==> src/rtl/motion_event_wake_regs.vh <==
`ifndef MOTION_EVENT_WAKE_REGS_VH
`define MOTION_EVENT_WAKE_REGS_VH
// Oversampling mode encodings
`define OSM_NORMAL        2'h0
`define OSM_LOWNOISE      2'h1
`define OSM_HIRES         2'h2
`define OSM_LOWPOWER      2'h3
// Oversampling ratio per mode (samples averaged per output)
`define OSR_NORMAL        8'h04
`define OSR_LOWNOISE      8'h04
`define OSR_HIRES         8'h10
`define OSR_LOWPOWER      8'h02
// Interrupt source bit positions
`define SRC_DRDY          0
`define SRC_MOTION        2
`define SRC_TAP           3
`define SRC_ORIENT        4
`define SRC_TRANS         5
`define SRC_BUF           6
`define SRC_SLEEP         7
// Orientation codes
`define ORI_PORT_UP       3'h0
`define ORI_PORT_DN       3'h1
`define ORI_LAND_R        3'h2
`define ORI_LAND_L        3'h3
`define ORI_FRONT         3'h4
`define ORI_BACK          3'h5
// Z-lockout settings, degrees
`define ZLOCK_DEFAULT_DEG 8'h1d
`define ZLOCK_MIN_DEG     8'h0e
`endif

==> src/rtl/motion_event_wake_controller.v <==
`timescale 1ns/1ps
`default_nettype none
`include "motion_event_wake_regs.vh"
module motion_event_wake_controller #(
  parameter W         = 12,
  parameter TOUT_W    = 16
) (
  input  wire                clock,
  input  wire                rst,
  input  wire                sampleValid,
  input  wire signed [W-1:0] rawX,
  input  wire signed [W-1:0] rawY,
  input  wire signed [W-1:0] rawZ,
  input  wire signed [W-1:0] trimX,
  input  wire signed [W-1:0] trimY,
  input  wire signed [W-1:0] trimZ,
  input  wire signed [7:0]   userOffX,
  input  wire signed [7:0]   userOffY,
  input  wire signed [7:0]   userOffZ,
  input  wire [1:0]          oversampling_mode_select,
  input  wire [1:0]          oversampling_mode_sleep,
  input  wire                autoSleepEn,
  input  wire [TOUT_W-1:0]   sleepTimeout,
  input  wire [2:0]          wakeRate,
  input  wire [2:0]          sleepRate,
  input  wire                bufGate,
  input  wire                bufEvent,
  input  wire [3:0]          wakeSrcEn,
  input  wire [1:0]          hpCutoff,
  input  wire                ffMotSelMotion,
  input  wire [2:0]          ffMotAxisEn,
  input  wire                motionHpEn,
  input  wire [W-1:0]        ffMotThr,
  input  wire [7:0]          ffMotCount,
  input  wire [2:0]          transAxisEn,
  input  wire                transHpBypass,
  input  wire [W-1:0]        transThr,
  input  wire [7:0]          transCount,
  input  wire [2:0]          tapAxisEn,
  input  wire                tapDoubleEn,
  input  wire                tapHpEn,
  input  wire                tapLpEn,
  input  wire [W-1:0]        tapThrX,
  input  wire [W-1:0]        tapThrY,
  input  wire [W-1:0]        tapThrZ,
  input  wire [7:0]          tapWindow,
  input  wire [7:0]          tapLatency,
  input  wire [W-1:0]        oriMidThr,
  input  wire [W-1:0]        oriHyst,
  input  wire [W-1:0]        zLockThr,
  input  wire [7:0]          interrupt_pin_route_config,
  input  wire [7:0]          intEnable,
  input  wire                rdMotionSrc,
  input  wire                rdTransSrc,
  input  wire                rdTapSrc,
  input  wire                rdOrientSrc,
  input  wire                rdSysSrc,
  input  wire                rdData,
  output reg                 interrupt_out_a,
  output reg                 interrupt_out_b,
  output reg  [7:0]          intSource,
  output reg  [6:0]          motionSrc,
  output reg  [6:0]          transSrc,
  output reg  [7:0]          tapSrc,
  output reg  [2:0]          orientSrc,
  output reg                 sleepState,
  output reg  [2:0]          output_sample_rate,
  output reg  [7:0]          osRatio,
  output reg                 bufHold,
  output reg  signed [W-1:0] corrX,
  output reg  signed [W-1:0] corrY,
  output reg  signed [W-1:0] corrZ
);

  function [W-1:0] absv;
    input signed [W-1:0] v;
    begin
      absv = v[W-1] ? (~v + 1'b1) : v;
    end
  endfunction

  function [7:0] osrOf;
    input [1:0] m;
    begin
      case (m)
        `OSM_HIRES:    osrOf = `OSR_HIRES;
        `OSM_LOWPOWER: osrOf = `OSR_LOWPOWER;
        `OSM_LOWNOISE: osrOf = `OSR_LOWNOISE;
        default:       osrOf = `OSR_NORMAL;
      endcase
    end
  endfunction

  // One-pole high-pass: y = x - lp, lp += (x-lp) >> k
  function signed [W-1:0] hpOut;
    input signed [W-1:0] x;
    input signed [W-1:0] lp;
    begin
      hpOut = x - lp;
    end
  endfunction

  // Offset correction after factory trim
  wire signed [W-1:0] offX = {{(W-8){userOffX[7]}}, userOffX};
  wire signed [W-1:0] offY = {{(W-8){userOffY[7]}}, userOffY};
  wire signed [W-1:0] offZ = {{(W-8){userOffZ[7]}}, userOffZ};
  wire signed [W-1:0] nxt_corrX = rawX + trimX + offX;
  wire signed [W-1:0] nxt_corrY = rawY + trimY + offY;
  wire signed [W-1:0] nxt_corrZ = rawZ + trimZ + offZ;

  // Cutoff shift grows with setting and with the output rate code
  wire [3:0] hpShift = {2'h0, hpCutoff} + {1'b0, output_sample_rate} + 4'h1;
  reg signed [W-1:0] lpX_ff, lpY_ff, lpZ_ff;
  wire signed [W-1:0] hpX = hpOut(corrX, lpX_ff);
  wire signed [W-1:0] hpY = hpOut(corrY, lpY_ff);
  wire signed [W-1:0] hpZ = hpOut(corrZ, lpZ_ff);
  reg sampleDly_ff;

  always @(posedge clock) begin
    if (rst) begin
      corrX <= {W{1'b0}};
      corrY <= {W{1'b0}};
      corrZ <= {W{1'b0}};
      lpX_ff <= {W{1'b0}};
      lpY_ff <= {W{1'b0}};
      lpZ_ff <= {W{1'b0}};
      sampleDly_ff <= 1'b0;
    end else begin
      sampleDly_ff <= sampleValid;
      if (sampleValid) begin
        corrX <= nxt_corrX;
        corrY <= nxt_corrY;
        corrZ <= nxt_corrZ;
      end
      if (sampleDly_ff) begin
        lpX_ff <= lpX_ff + (hpX >>> hpShift);
        lpY_ff <= lpY_ff + (hpY >>> hpShift);
        lpZ_ff <= lpZ_ff + (hpZ >>> hpShift);
      end
    end
  end

  // Freefall: raw data; motion: optional filtered data
  wire signed [W-1:0] mX = motionHpEn ? hpX : corrX;
  wire signed [W-1:0] mY = motionHpEn ? hpY : corrY;
  wire signed [W-1:0] mZ = motionHpEn ? hpZ : corrZ;
  wire [2:0] overM = {absv(mZ) > ffMotThr, absv(mY) > ffMotThr,
                      absv(mX) > ffMotThr} & ffMotAxisEn;
  wire [2:0] underF = {absv(corrZ) < ffMotThr, absv(corrY) < ffMotThr,
                       absv(corrX) < ffMotThr} | ~ffMotAxisEn;
  wire ffmCond = ffMotSelMotion ? (|overM) : (&underF && |ffMotAxisEn);

  wire signed [W-1:0] tX = transHpBypass ? corrX : hpX;
  wire signed [W-1:0] tY = transHpBypass ? corrY : hpY;
  wire signed [W-1:0] tZ = transHpBypass ? corrZ : hpZ;
  wire [2:0] overT = {absv(tZ) > transThr, absv(tY) > transThr,
                      absv(tX) > transThr} & transAxisEn;

  // Tap input: optional high-pass then optional 2-tap low-pass
  reg signed [W-1:0] tapPrvX_ff, tapPrvY_ff, tapPrvZ_ff;
  wire signed [W-1:0] tbX = tapHpEn ? hpX : corrX;
  wire signed [W-1:0] tbY = tapHpEn ? hpY : corrY;
  wire signed [W-1:0] tbZ = tapHpEn ? hpZ : corrZ;
  wire signed [W-1:0] tpX = tapLpEn ? ((tbX >>> 1) + (tapPrvX_ff >>> 1)) : tbX;
  wire signed [W-1:0] tpY = tapLpEn ? ((tbY >>> 1) + (tapPrvY_ff >>> 1)) : tbY;
  wire signed [W-1:0] tpZ = tapLpEn ? ((tbZ >>> 1) + (tapPrvZ_ff >>> 1)) : tbZ;
  wire [2:0] overP = {absv(tpZ) > tapThrZ, absv(tpY) > tapThrY,
                      absv(tpX) > tapThrX} & tapAxisEn;

  // Event and debounce state
  reg [7:0] ffmCnt_ff, transCnt_ff, tapCnt_ff;
  reg [1:0] tapSt_ff;
  reg       tapAbove_ff;
  reg [2:0] tapAxes_ff, tapPol_ff;
  reg [2:0] curOri_ff;
  reg [TOUT_W-1:0] idleCnt_ff;
  reg ffmEv, transEv, tapEv, oriEv, sleepEv;
  reg [2:0] nxt_ori;

  localparam TAP_IDLE = 2'h0;
  localparam TAP_LAT  = 2'h1;
  localparam TAP_WIN2 = 2'h2;

  // Orientation: dominant axis with hysteresis around midpoint
  wire [W-1:0] hiTrip = oriMidThr + oriHyst;
  wire lockout = absv(corrZ) > zLockThr;
  always @* begin
    nxt_ori = curOri_ff;
    if (absv(corrY) > hiTrip && absv(corrY) >= absv(corrX))
      nxt_ori = corrY[W-1] ? `ORI_PORT_DN : `ORI_PORT_UP;
    else if (absv(corrX) > hiTrip)
      nxt_ori = corrX[W-1] ? `ORI_LAND_L : `ORI_LAND_R;
    if (corrZ[W-1] != (curOri_ff == `ORI_BACK) && absv(corrZ) > hiTrip)
      nxt_ori = corrZ[W-1] ? `ORI_BACK : `ORI_FRONT;
  end

  wire wakeHit = |({tapEv, oriEv, ffmEv, transEv} & wakeSrcEn);
  wire keepAwake = wakeHit || (bufEvent && intEnable[`SRC_BUF]);

  always @(posedge clock) begin
    if (rst) begin
      ffmCnt_ff <= 8'h00;
      transCnt_ff <= 8'h00;
      tapCnt_ff <= 8'h00;
      tapSt_ff <= TAP_IDLE;
      tapAbove_ff <= 1'b0;
      tapAxes_ff <= 3'h0;
      tapPol_ff <= 3'h0;
      tapPrvX_ff <= {W{1'b0}};
      tapPrvY_ff <= {W{1'b0}};
      tapPrvZ_ff <= {W{1'b0}};
      curOri_ff <= `ORI_PORT_UP;
      idleCnt_ff <= {TOUT_W{1'b0}};
      ffmEv <= 1'b0;
      transEv <= 1'b0;
      tapEv <= 1'b0;
      oriEv <= 1'b0;
      sleepEv <= 1'b0;
      sleepState <= 1'b0;
      motionSrc <= 7'h00;
      transSrc <= 7'h00;
      tapSrc <= 8'h00;
      orientSrc <= `ORI_PORT_UP;
    end else begin
      ffmEv <= 1'b0;
      transEv <= 1'b0;
      tapEv <= 1'b0;
      oriEv <= 1'b0;
      sleepEv <= 1'b0;
      if (rdMotionSrc) motionSrc <= 7'h00;
      if (rdTransSrc) transSrc <= 7'h00;
      if (rdTapSrc) tapSrc <= 8'h00;
      if (sampleDly_ff) begin
        tapPrvX_ff <= tbX;
        tapPrvY_ff <= tbY;
        tapPrvZ_ff <= tbZ;
        if (!ffmCond)
          ffmCnt_ff <= 8'h00;
        else if (ffmCnt_ff < ffMotCount)
          ffmCnt_ff <= ffmCnt_ff + 8'h01;
        if (ffmCond && ffmCnt_ff + 8'h01 >= ffMotCount) begin
          ffmEv <= 1'b1;
          motionSrc <= {1'b1, overM[2], mZ[W-1], overM[1], mY[W-1],
                        overM[0], mX[W-1]};
        end
        if (~|overT)
          transCnt_ff <= 8'h00;
        else if (transCnt_ff < transCount)
          transCnt_ff <= transCnt_ff + 8'h01;
        if (|overT && transCnt_ff + 8'h01 >= transCount) begin
          transEv <= 1'b1;
          transSrc <= {1'b1, overT[2], tZ[W-1], overT[1], tY[W-1],
                       overT[0], tX[W-1]};
        end
        // Tap: pulse must fall back within window; second within window after latency
        tapAbove_ff <= |overP;
        case (tapSt_ff)
          TAP_IDLE: begin
            if (|overP && !tapAbove_ff) begin
              tapCnt_ff <= 8'h00;
              tapAxes_ff <= overP;
              tapPol_ff <= {tpZ[W-1], tpY[W-1], tpX[W-1]};
            end else if (tapAbove_ff && tapCnt_ff < tapWindow)
              tapCnt_ff <= tapCnt_ff + 8'h01;
            if (tapAbove_ff && !(|overP) && tapCnt_ff < tapWindow) begin
              tapCnt_ff <= 8'h00;
              if (tapDoubleEn) tapSt_ff <= TAP_LAT;
              else begin
                tapEv <= 1'b1;
                tapSrc <= {1'b1, 1'b0, tapAxes_ff, tapPol_ff};
              end
            end
          end
          TAP_LAT: begin
            tapCnt_ff <= tapCnt_ff + 8'h01;
            if (tapCnt_ff >= tapLatency) begin
              tapCnt_ff <= 8'h00;
              tapSt_ff <= TAP_WIN2;
            end
          end
          TAP_WIN2: begin
            tapCnt_ff <= tapCnt_ff + 8'h01;
            if (|overP) begin
              tapEv <= 1'b1;
              tapSrc <= {1'b1, 1'b1, tapAxes_ff | overP, tapPol_ff};
              tapSt_ff <= TAP_IDLE;
            end else if (tapCnt_ff >= tapWindow)
              tapSt_ff <= TAP_IDLE;
          end
          default: tapSt_ff <= TAP_IDLE;
        endcase
        if (!lockout && nxt_ori != curOri_ff) begin
          curOri_ff <= nxt_ori;
          orientSrc <= nxt_ori;
          oriEv <= 1'b1;
        end
      end
      // Auto wake/sleep
      if (!autoSleepEn) begin
        sleepState <= 1'b0;
        idleCnt_ff <= {TOUT_W{1'b0}};
      end else if (keepAwake) begin
        idleCnt_ff <= {TOUT_W{1'b0}};
        if (sleepState && wakeHit) begin
          sleepState <= 1'b0;
          sleepEv <= 1'b1;
        end
      end else if (!sleepState && sampleDly_ff) begin
        if (idleCnt_ff >= sleepTimeout) begin
          sleepState <= 1'b1;
          sleepEv <= 1'b1;
          idleCnt_ff <= {TOUT_W{1'b0}};
        end else
          idleCnt_ff <= idleCnt_ff + {{(TOUT_W-1){1'b0}}, 1'b1};
      end
    end
  end

  // Sticky flags, set wins over clear
  wire [7:0] evVec = {sleepEv, bufEvent, transEv, oriEv, tapEv, ffmEv,
                      1'b0, sampleValid};
  // A data read flushes the buffer and so also clears its flag
  wire [7:0] clrVec = {rdSysSrc, rdData, rdTransSrc, rdOrientSrc, rdTapSrc,
                       rdMotionSrc, 1'b0, rdData};
  wire [7:0] nxt_src = (intSource & ~clrVec) | (evVec & intEnable);
  wire [7:0] routeA = nxt_src & interrupt_pin_route_config;

  always @(posedge clock) begin
    if (rst) begin
      intSource <= 8'h00;
      interrupt_out_a <= 1'b0;
      interrupt_out_b <= 1'b0;
      output_sample_rate <= 3'h0;
      osRatio <= `OSR_NORMAL;
      bufHold <= 1'b0;
    end else begin
      intSource <= nxt_src & 8'hfd;
      interrupt_out_a <= |(routeA & 8'hfd);
      interrupt_out_b <= |(nxt_src & ~interrupt_pin_route_config & 8'hfd);
      output_sample_rate <= sleepState ? sleepRate : wakeRate;
      osRatio <= osrOf(sleepState ? oversampling_mode_sleep
                                  : oversampling_mode_select);
      // Hold buffer across transitions until flushed by a data read
      if (!bufGate || rdData)
        bufHold <= 1'b0;
      else if (sleepEv)
        bufHold <= 1'b1;
    end
  end

endmodule // motion_event_wake_controller
`default_nettype wire

==> config.mk <==
export PLATFORM = sky130hd
export DESIGN_NAME = motion_event_wake_controller
export DESIGN_NICKNAME = d
export VERILOG_FILES = /design/src/rtl/motion_event_wake_controller.v
export VERILOG_INCLUDE_DIRS = /design/src /design/src/rtl
export SDC_FILE = /design/constraint.sdc
export NUM_CORES = 1
export LEC_CHECK = 0
export ABC_CLOCK_PERIOD_IN_PS = 11000
export BUFFER_PORTS_ARGS = -buffer_cell sky130_fd_sc_hd__buf_2
export CORE_UTILIZATION = 31
export DETAILED_ROUTE_END_ITERATION = 7
export SLEW_MARGIN = 20
export SYNTH_ARGS = -nofsm -noshare
export SYNTH_HDL_FRONTEND = slang
export SYNTH_SLANG_ARGS = --single-unit
==> constraint.sdc <==
create_clock -name clock -period 11 [get_ports clock]
set_input_delay 3.3 -clock clock [delete_from_list [all_inputs] [get_ports clock]]
set_output_delay 3.3 -clock clock [all_outputs]
set_load 0.01 [all_outputs]
# Yosys cells after proc, flatten, opt, wreduce, memory -nomap -nowiden
# Index checks and enable logic that the tools add are counted.
dict set report word_totals {
  ff_bits 211
  inputBits 299
  output_inout_bits 84
  elab_cells 260
}
dict set report classes {
  addsub 34
  order_cmp 25
  eq_ne 15
  shifts 3
  muxes 77
  n_bitwise 28
  n_reduce_logical 43
}
# cell n
set ops {}
lappend ops {{12-bit 2-to-1 mux} 24}
lappend ops {{12-bit greater-than comparator} 13}
lappend ops {{12-bit by 1-bit adder with 12-bit output (second input constant)} 12}
lappend ops {{12-bit inverter} 12}
lappend ops {{8-bit 2-to-1 mux} 13}
lappend ops {{12-bit adder} 7}
lappend ops {{7-bit 2-to-1 mux} 6}
lappend ops {{11-bit by 11-bit adder with 12-bit output} 3}
lappend ops {{12-bit by 8-bit adder with 12-bit output} 3}
lappend ops {{12-bit < comparator} 3}
lappend ops {{12-bit by 4-bit >>> shifter with 12-bit output} 3}
lappend ops {{12-bit subtractor} 3}
lappend ops {{8-bit bitwise AND} 4}
lappend ops {{8-bit greater-or-equal comparator} 4}
lappend ops {{8-bit by 1-bit adder with 8-bit output (second input constant)} 3}
lappend ops {{8-bit < comparator} 3}
lappend ops {{8-bit case mux with 3 select lines} 1}
lappend ops {{1-bit 2-to-1 mux} 18}
lappend ops {{16-bit by 1-bit adder with 16-bit output (second input constant)} 1}
lappend ops {{16-bit greater-or-equal comparator} 1}
lappend ops {{16-bit 2-to-1 mux} 1}
lappend ops {{8-bit inverter} 2}
lappend ops {{8-bit case mux with 2 select lines} 1}
lappend ops {{3-bit OR reduction} 5}
lappend ops {{35 further kinds} 79}

# Depth between registers and ports, before layout
# Gate-level depths: netlist of run 1.
dict set report depth {
  depth_word 16
  depth_mapped 32
  depth_no_buf 31
}

# Worst setup path after synthesis of run 1
# No wires, ideal clock.
dict set report synth_path {
  path_type {in2reg}
  from {input port tapHpEn}
  to {register tapSrc[0]}
  setup_ns 0.122
  t_arrival_ns 8.429
  t_required_ns 10.878
  slack_ns 2.449
  path_stages 26
  n_path_buf 5
  cell_sequence {buf_2 > buf_1 > buf_2 > clkbuf_1 > a21oi_1 > inv_1 > ha_1 > o21ai_0 > o21ai_0 > a41o_1 > a21oi_1 > a31oi_1 > or2_2 > mux2_1 > ha_1 > nor2b_1 > o21a_1 > o21ai_0 > a21oi_1 > o31a_1 > or3_1 > clkbuf_1 > and2_1 > o21ai_1 > inv_2 > o2bb2ai_1}
}
dict set report synth_between {
  elab_chain_cells 15
  elab_cells_between_ends 30
  classes_between {6 x add/sub; 3 x order compare; 13 x mux; 4 x bitwise; 4 x reduce/logical}
}
# item line_no
set synth_rtl {}
lappend synth_rtl {{start: declaration} motion_event_wake_controller.v:41} ;# input wire tapHpEn,
lappend synth_rtl {{12-bit 2-to-1 mux (*)} motion_event_wake_controller.v:163} ;# wire signed [W-1:0] tbZ = tapHpEn ? hpZ : corrZ;
lappend synth_rtl {{via tbZ[4]} motion_event_wake_controller.v:163}
lappend synth_rtl {{11-bit by 11-bit adder with 12-bit output} motion_event_wake_controller.v:166} ;# wire signed [W-1:0] tpZ = tapLpEn ? ((tbZ >>> 1) + (tapPrvZ_ff >>> 1)) : tbZ;
lappend synth_rtl {{12-bit 2-to-1 mux (*)} motion_event_wake_controller.v:166}
lappend synth_rtl {{12-bit inverter} motion_event_wake_controller.v:78} ;# absv = v[W-1] ? (~v + 1'b1) : v;
lappend synth_rtl {{12-bit by 1-bit adder with 12-bit output} motion_event_wake_controller.v:78}
lappend synth_rtl {{12-bit 2-to-1 mux (*)} motion_event_wake_controller.v:78}
lappend synth_rtl {{12-bit greater-than comparator (*)} motion_event_wake_controller.v:167} ;# wire [2:0] overP = {absv(tpZ) > tapThrZ, absv(tpY) > tapThrY,
lappend synth_rtl {{3-bit bitwise AND (*)} motion_event_wake_controller.v:168} ;# absv(tpX) > tapThrX} & tapAxisEn;
lappend synth_rtl {{3-bit OR reduction (*)} {motion_event_wake_controller.v:265, motion_event_wake_controller.v:283}}
lappend synth_rtl {{1-bit zero test} motion_event_wake_controller.v:265} ;# if (tapAbove_ff && !(|overP) && tapCnt_ff < tapWindow) begin
lappend synth_rtl {{1-bit logical AND (2 in a row)} motion_event_wake_controller.v:265}
lappend synth_rtl {{8-bit 2-to-1 mux} motion_event_wake_controller.v:265}
lappend synth_rtl {{8-bit case mux with 2 select lines (*)} motion_event_wake_controller.v:257} ;# case (tapSt_ff)
lappend synth_rtl {{8-bit 2-to-1 mux (*)} motion_event_wake_controller.v:233} ;# if (sampleDly_ff) begin
lappend synth_rtl {{end signal: assignment} motion_event_wake_controller.v:270} ;# tapSrc <= {1'b1, 1'b0, tapAxes_ff, tapPol_ff};
lappend synth_rtl {{end signal: assignment} motion_event_wake_controller.v:285} ;# tapSrc <= {1'b1, 1'b1, tapAxes_ff | overP, tapPol_ff};
lappend synth_rtl {{end: declaration} motion_event_wake_controller.v:64} ;# output reg [7:0] tapSrc,
# Mark *: on every way through the listed nets, which the timed path passes. The rest lies on a longest branch.
# A chain may end at the register's enable or synchronous reset.

# Final worst setup path of run 1
dict set report layout_path {
  from {input port tapHpEn}
  to {register tapCnt_ff[1]}
}
dict set report layout_between {
  elab_chain_cells 14
  elab_cells_between_ends 32
  classes_between {6 x add/sub; 3 x order compare; 1 x eq/ne; 12 x mux; 4 x bitwise; 6 x reduce/logical}
}
# item line_no
set layout_rtl {}
lappend layout_rtl {{12-bit 2-to-1 mux (*)} motion_event_wake_controller.v:161} ;# wire signed [W-1:0] tbX = tapHpEn ? hpX : corrX;
lappend layout_rtl {{via tbX[2]} motion_event_wake_controller.v:161}
lappend layout_rtl {{11-bit by 11-bit adder with 12-bit output} motion_event_wake_controller.v:164} ;# wire signed [W-1:0] tpX = tapLpEn ? ((tbX >>> 1) + (tapPrvX_ff >>> 1)) : tbX;
lappend layout_rtl {{12-bit 2-to-1 mux (*)} motion_event_wake_controller.v:164}
lappend layout_rtl {{12-bit inverter} motion_event_wake_controller.v:78}
lappend layout_rtl {{12-bit by 1-bit adder with 12-bit output} motion_event_wake_controller.v:78}
lappend layout_rtl {{12-bit 2-to-1 mux (*)} motion_event_wake_controller.v:78}
lappend layout_rtl {{12-bit greater-than comparator (*)} motion_event_wake_controller.v:168}
lappend layout_rtl {{3-bit bitwise AND (*)} motion_event_wake_controller.v:168}
lappend layout_rtl {{3-bit OR reduction (*)} {motion_event_wake_controller.v:259, motion_event_wake_controller.v:265}}
lappend layout_rtl {{1-bit zero test} motion_event_wake_controller.v:265}
lappend layout_rtl {{1-bit logical AND (2 in a row)} motion_event_wake_controller.v:265}
lappend layout_rtl {{4-bit inequality test (no line) or 8-bit 2-to-1 mux (tied branches)} -}
lappend layout_rtl {{3-bit AND reduction (no line) or 8-bit case mux with 3 select lines (tied branches)} -}
lappend layout_rtl {{end signal: assignment} motion_event_wake_controller.v:264} ;# tapCnt_ff <= tapCnt_ff + 8'h01;
lappend layout_rtl {{end signal: assignment} motion_event_wake_controller.v:275} ;# tapCnt_ff <= tapCnt_ff + 8'h01;
lappend layout_rtl {{end signal: assignment} motion_event_wake_controller.v:282} ;# tapCnt_ff <= tapCnt_ff + 8'h01;
lappend layout_rtl {{end: declaration} motion_event_wake_controller.v:171} ;# reg [7:0] ffmCnt_ff, transCnt_ff, tapCnt_ff;
# Marks and branches as above.

==> metrics, run 1 <==
Fillers=9,402; cts hold-fix bufs=0; delay-heaviest family, CP=compound AO/OA/AOI/OAI gates; RSZ-0062 raised after global routing=no; Worst Tran Pin Value=1150 ps; die area=0.0905 mm^2; cts bufs inserted=29; commonest non-fill, non-tap cell in the layout=ha_1; # port buffers=374; most frequent cells in the layout=ha_1, buf_2, nor2_1, inv_1, nand2_1; clock sinks=202; Synth Flop Type=dfxtp_1; Crit. Startpoint=tapHpEn; Post-CTS Setup Inserts=0; worst r2r dst=tapCnt_ff[1]; Final WS setup=1860 ps; skew final=26.7 ps; PwrDens=273 mW/mm^2; fin crit period=9140 ps; Post-synth EDFFs=0; crit-path max cell delay=530 ps; share of post-route cells with drive strength above 1=15.2%; area occupied by multi-input gates=0.0218 mm^2; Starting DRT DRC Count=2,142; clk root buf=clkbuf_16; CP Launch Type=input pin; period utilization=83.1%; flops & latches, synth=202; Rows=109; CTS clk-pin slew, worst paths=60 ps; mean post-synth cell area=7.75 um^2; Final ANT Viol Nets=0; DIE WIDTH=301 um; crit end category=flop; Max H-tree Level=1; Stages on worst setup path=24; max cap viols=0; Max Freq=109 MHz; Worst Path Arrival=9670 ps; worst slack, placed=1270 ps; first-pass GRT wire length=149 mm; post-synth cell types=110; Hold Slack=446 ps; r2r startpoint=corrX[0]; core area=0.0884 mm^2; CTS resizes=0; Post-Layout Cell Count=5,073; Most common cell on crit path=a21oi_1; largest net degree at the start of global routing=69; Post-DP HPWL=79.8 mm; detailed-route via count=27,200; Worst R2R Path Depth=27; drt wl/cell=19.5 um; crit-path max FO=35; vias per cell=5.37; Cells after Synth=3,572; Routed WL=99.0 mm; initial core utilization=31.3%; Slowest cell on crit path=a311o_1; Req. time, crit path=11,530 ps; DRC=0; critical setup path kind=in2reg; final setup fails=0; I/O Pins=383; Final Hold Fails=0; router iterations before antenna repair=6; number of global-route vias before repair=25,600; initial antenna violation count=4; Slew Viols, Final=0; Async SR Flop Fraction=0%; post-synthesis sequential area ratio=14.6%; clock tree from TritonCTS=built; synth-to-layout area growth=15.1%; Max-slew headroom=22.7%; worst path bufs/invs=3; register area=0.00405 mm^2; Power, Total=8.70 mW; deepest clock path buffer count=3; Max VDD drop=0.151 mV; # placed instances=5,016; total track usage=21.2%; post-synthesis cell area=0.0277 mm^2; Die Y=301 um; gpl congestion=0.969; # nets final=4,658; worst skew pair latency=620 ps; grt ovf=0; CP cell instances=buf_2 -> buf_4 -> nor2_1 -> o21bai_1 -> inv_1 -> ha_1 -> a21o_1 -> a211oi_1 -> o21ai_0 -> a41o_1 -> a21oi_1 -> a31oi_1 -> a21oi_1 -> o21ai_0 -> xnor2_1 -> ha_1 -> and3_1 -> nand2_1 -> o21bai_1 -> a31oi_1 -> o31ai_1 -> a311o_1 -> or3b_2 -> a21oi_1; r2r setup slk=2900 ps; status=complete, no violations; Pleak=15.0 nW; Ys Warns=0; CP endpoint=tapCnt_ff[1]; Final TNS setup=0 ps; worst min path class=reg2reg
==> cells by family (layout without fill, tap and decap cells) <==
kind of cell / Yosys count / in the layout / synth area share, %
AND/OR/NAND/NOR: 1103 / 1103 / 19.5
multiplexers: 150 / 150 / 6.17
other: 1 / 12 / 0.0136
AO/OA/AOI/OAI: 931 / 931 / 22.8
adder cells (fa/ha/maj): 477 / 477 / 22.8
XOR/XNOR: 232 / 232 / 7.40
buffers and inverters: 476 / 801 / 6.67
flip-flops: 202 / 202 / 14.6
==> per-stage QoR <==
step | utilization [%] | instance area [um^2]
floorplan | - | 27700
global placement | 34.9 | 30800
detailed placement | 34.9 | 30800
CTS | 36.0 | 31800
global route | 36.0 | 31800
finish | 36.0 | 31900
==> registers in the layout, indices dropped and copies added (netlist names), 2 cells and up <==
register / cells
idleCnt_ff: 16
corrX: 12
corrY: 12
corrZ: 12
lpX_ff: 12
lpY_ff: 12
lpZ_ff: 12
tapPrvX_ff: 11
tapPrvY_ff: 11
tapPrvZ_ff: 11
ffmCnt_ff: 8
tapCnt_ff: 8
tapSrc: 8
transCnt_ff: 8
intSource: 7
motionSrc: 7
transSrc: 7
curOri_ff: 3
osRatio: 3
output_sample_rate: 3
tapAxes_ff: 3
tapPol_ff: 3
tapSt_ff: 2
==> Yosys cell counts (all sizes together) (50+ instances only) <==
library cell / count / area, um^2
xnor2: 159 / 1410
buf: 55 / 264
nor2b: 56 / 350
o21a: 52 / 392
xor2: 73 / 639
mux2i: 116 / 1190
inv: 317 / 1190
nor2: 319 / 1200
ha: 430 / 5380
nand3: 81 / 405
a21oi: 237 / 1200
nand4: 50 / 319
dfxtp: 202 / 4040
o21ai: 194 / 982
a21o: 89 / 676
clkbuf: 104 / 390
nand2: 248 / 931
nor3: 141 / 717
==> worst min path at each step <==
stage,start,end,slack [ps],depth (start not counted)
floorplan,tapPol_ff[0],tapSrc[0],430,1
global placement,tapSrc[2],tapSrc[2],440,2
detailed placement,tapSrc[2],tapSrc[2],450,2
CTS,tapSrc[2],tapSrc[2],460,2
global route,tapSrc[2],tapSrc[2],480,2
finish,tapSrc[2],tapSrc[2],450,2
==> layer usage <==
| layer | vias up | routed length (um) | GRT usage (%) |
|---|---|---|---|
| met4 | 0 | 4020 | 8.28 |
| met3 | 159 | 5940 | 2.56 |
| met1 | 12700 | 43000 | 27.1 |
| met5 | - | 0 | 0 |
| li1 | 13500 | - | - |
| met2 | 842 | 46100 | 35.9 |
==> layout make-up <==
| cell class | count | area share [%] |
|---|---|---|
| repair buffers | 433 | 7.29 |
| well taps | 1165 | 4.58 |
| flip-flops and latches | 202 | 12.7 |
| clock inverters | 13 | 0.573 |
| diodes | 6 | 0.0471 |
| inverters | 317 | 3.74 |
| multi-input cells | 2899 | 68.5 |
| clock buffers | 38 | 2.60 |
==> tightest hold or removal path, stage by stage, from the launching register on <==
cell       delay (ps)
dfxtp_1           310
inv_1              50
o2bb2ai_1          50
==> where the power goes <==
group | leakage (nW) | switching (mW) | internal, mW
sequential | 1.65 | 0.113 | 0.833
combinational | 12.9 | 3.98 | 2.75
clock | 0.492 | 0.424 | 0.604
Power figures use the tool's default switching activity.
==> run 2: changes to the inputs <==
ABC_CLOCK_PERIOD_IN_PS = 9100   (was 11000)
clock period = 9.1 ns   (was 11 ns; I/O delays follow)
==> metrics, run 2 (synthesis results as in run 1) <==
crit-path max cell delay=540 ps; Post-CTS Setup Inserts=0; RSZ-0062 raised after global routing=no; Max VDD drop=0.195 mV; CP cell instances=buf_2 -> o21ai_0 -> ha_1 -> fa_1 -> a21o_1 -> a211oi_1 -> o21bai_1 -> mux2i_1 -> a211oi_1 -> o2111ai_1 -> nor4_2 -> a211oi_1 -> xor2_1 -> ha_1 -> nand4_1 -> nor2_1 -> nand2_1 -> a21oi_1 -> o31a_1 -> or3_1 -> nand4_2 -> or3_1 -> a21oi_1; Placed Instance Area=0.0309 mm^2; # placed instances=5,027; clock tree from TritonCTS=built; first-pass GRT wire length=149 mm; synth-to-layout area growth=15.7%; clock network power share=12.2%; CTS clk-pin slew, worst paths=50 ps; crit-path max FO=15; switching power=5.53 mW; gpl congestion=0.978; status=complete, no violations; vias per cell=5.37; critical setup path kind=in2reg; final setup fails=0; initial antenna violation count=8; CP Launch Type=input pin; clk root buf=clkbuf_16; Power, Total=10.7 mW; Final Cell Area=0.0320 mm^2; cts hold-fix bufs=0; Post-Layout Cell Count=5,084; total track usage=21.3%; period utilization=90.6%; DRC=0; Top reg by flops=idleCnt_ff; most frequent cells in the layout=ha_1, buf_2, nor2_1, inv_1, nand2_1; commonest non-fill, non-tap cell in the layout=ha_1; Worst Tran Pin Value=1130 ps; Sw Ratio=51.7%; worst skew pair latency=610 ps; CTS resizes=0; Max Freq=121 MHz; Most common cell on crit path=a211oi_1; DIE WIDTH=301 um; Final TNS setup=0 ps; # port buffers=374; skew final=28.3 ps; Slew Viols, Final=0; worst path bufs/invs=1; detailed-route via count=27,300; cts bufs inserted=29; # nets final=4,669; grt ovf=0; PwrDens=334 mW/mm^2; router iterations before antenna repair=7; core area=0.0884 mm^2; Final ANT Viol Nets=0; Pint=5.17 mW; Die Y=301 um; number of global-route vias before repair=25,500; Pleak=15.1 nW; Routed WL=99.9 mm; Starting DRT DRC Count=2,085; drt wl/cell=19.6 um; I/O Pins=383; deepest clock path buffer count=3; Max H-tree Level=1; Post-DP HPWL=79.8 mm; initial core utilization=31.3%; share of post-route cells with drive strength above 1=15.5%; Max-slew headroom=23.5%; die area=0.0905 mm^2; Fillers=9,302; Worst Path Arrival=8760 ps; delay-heaviest family, CP=compound AO/OA/AOI/OAI gates; clock sinks=202; Req. time, crit path=9620 ps; Final Hold Fails=0; fin crit period=8240 ps; worst min path class=reg2reg; largest net degree at the start of global routing=114; max reg flops=16; Slowest cell on crit path=a211oi_1; max cap viols=0; combinational power share=77.2%; crit end category=flop; Rows=109; Flop pwr share=10.5%
==> run 2: changes by cell type in the layout (fill, tap and decap cells not counted) <==
cell	delta
clkinv_2	+2
inv_16	-1
diode_2	-1
buf_4	+8
clkinv_4	-3
clkbuf_8	+1
buf_12	+3
clkbuf_1	+2
inv_6	-2
clkinvlp_4	-1
bufinv_16	+3
==> run 2: worst reg2reg max path: cells and delay by family (launching register included) <==
family                     cells  cell delay (ps)
AOI/OAI and AO/OA             12             3290
xor gates and xnor gates       1              170
adders and majority gates      4             1240
buffers and inverters          3              480
DFF                            1              420
muxes                          2              420
and+or+nand+nor                7             1730
==> run 2: layout make-up <==
cell class | instances | area [um^2] | area share [%]
flip-flops and latches | 202 | 4050 | 12.6
diodes | 5 | 12.5 | 0.0391
inverters | 317 | 1190 | 3.72
repair buffers | 444 | 2440 | 7.62
well taps | 1165 | 1460 | 4.55
multi-input cells | 2899 | 21800 | 68.1
clock inverters | 11 | 211 | 0.660
clock buffers | 41 | 851 | 2.66
==> run 2: per-layer routing <==
layer	routed length, um	vias up	GRT usage [%]
li1	-	13500	-
met1	43300	12700	27.5
met2	46500	871	36.0
met3	6230	187	3.00
met4	3800	2	7.22
met5	13	-	0
==> run 2: final timing paths <==
check,to,slack (ps),start,cells past startpoint
hold / removal,tapSrc[2],440,tapSrc[2],2
hold reg to reg,tapSrc[2],440,tapSrc[2],2
setup / recovery,tapPol_ff[2],860,tapHpEn,23
setup reg to reg,tapPol_ff[2],1310,corrZ[0],29
==> run 2: per-stage QoR <==
step	hold WS, ps	utilization, %	worst slack, ps
global route	478	36.2	308
detailed placement	438	35.0	277
global placement	436	35.0	350
finish	442	36.2	859
floorplan	432	-	1120
CTS	445	36.2	886
==> run 2: power groups by stage <==
stage	sequential (mW)	clock (mW)	combinational (mW)
final	1.13	1.31	8.26
after global routing	1.14	1.38	9.11
after CTS	1.13	1.35	8.16
after detailed placement	1.15	0	8.12
after global placement	1.15	0	8.01
after floorplan	1.12	0	6.00
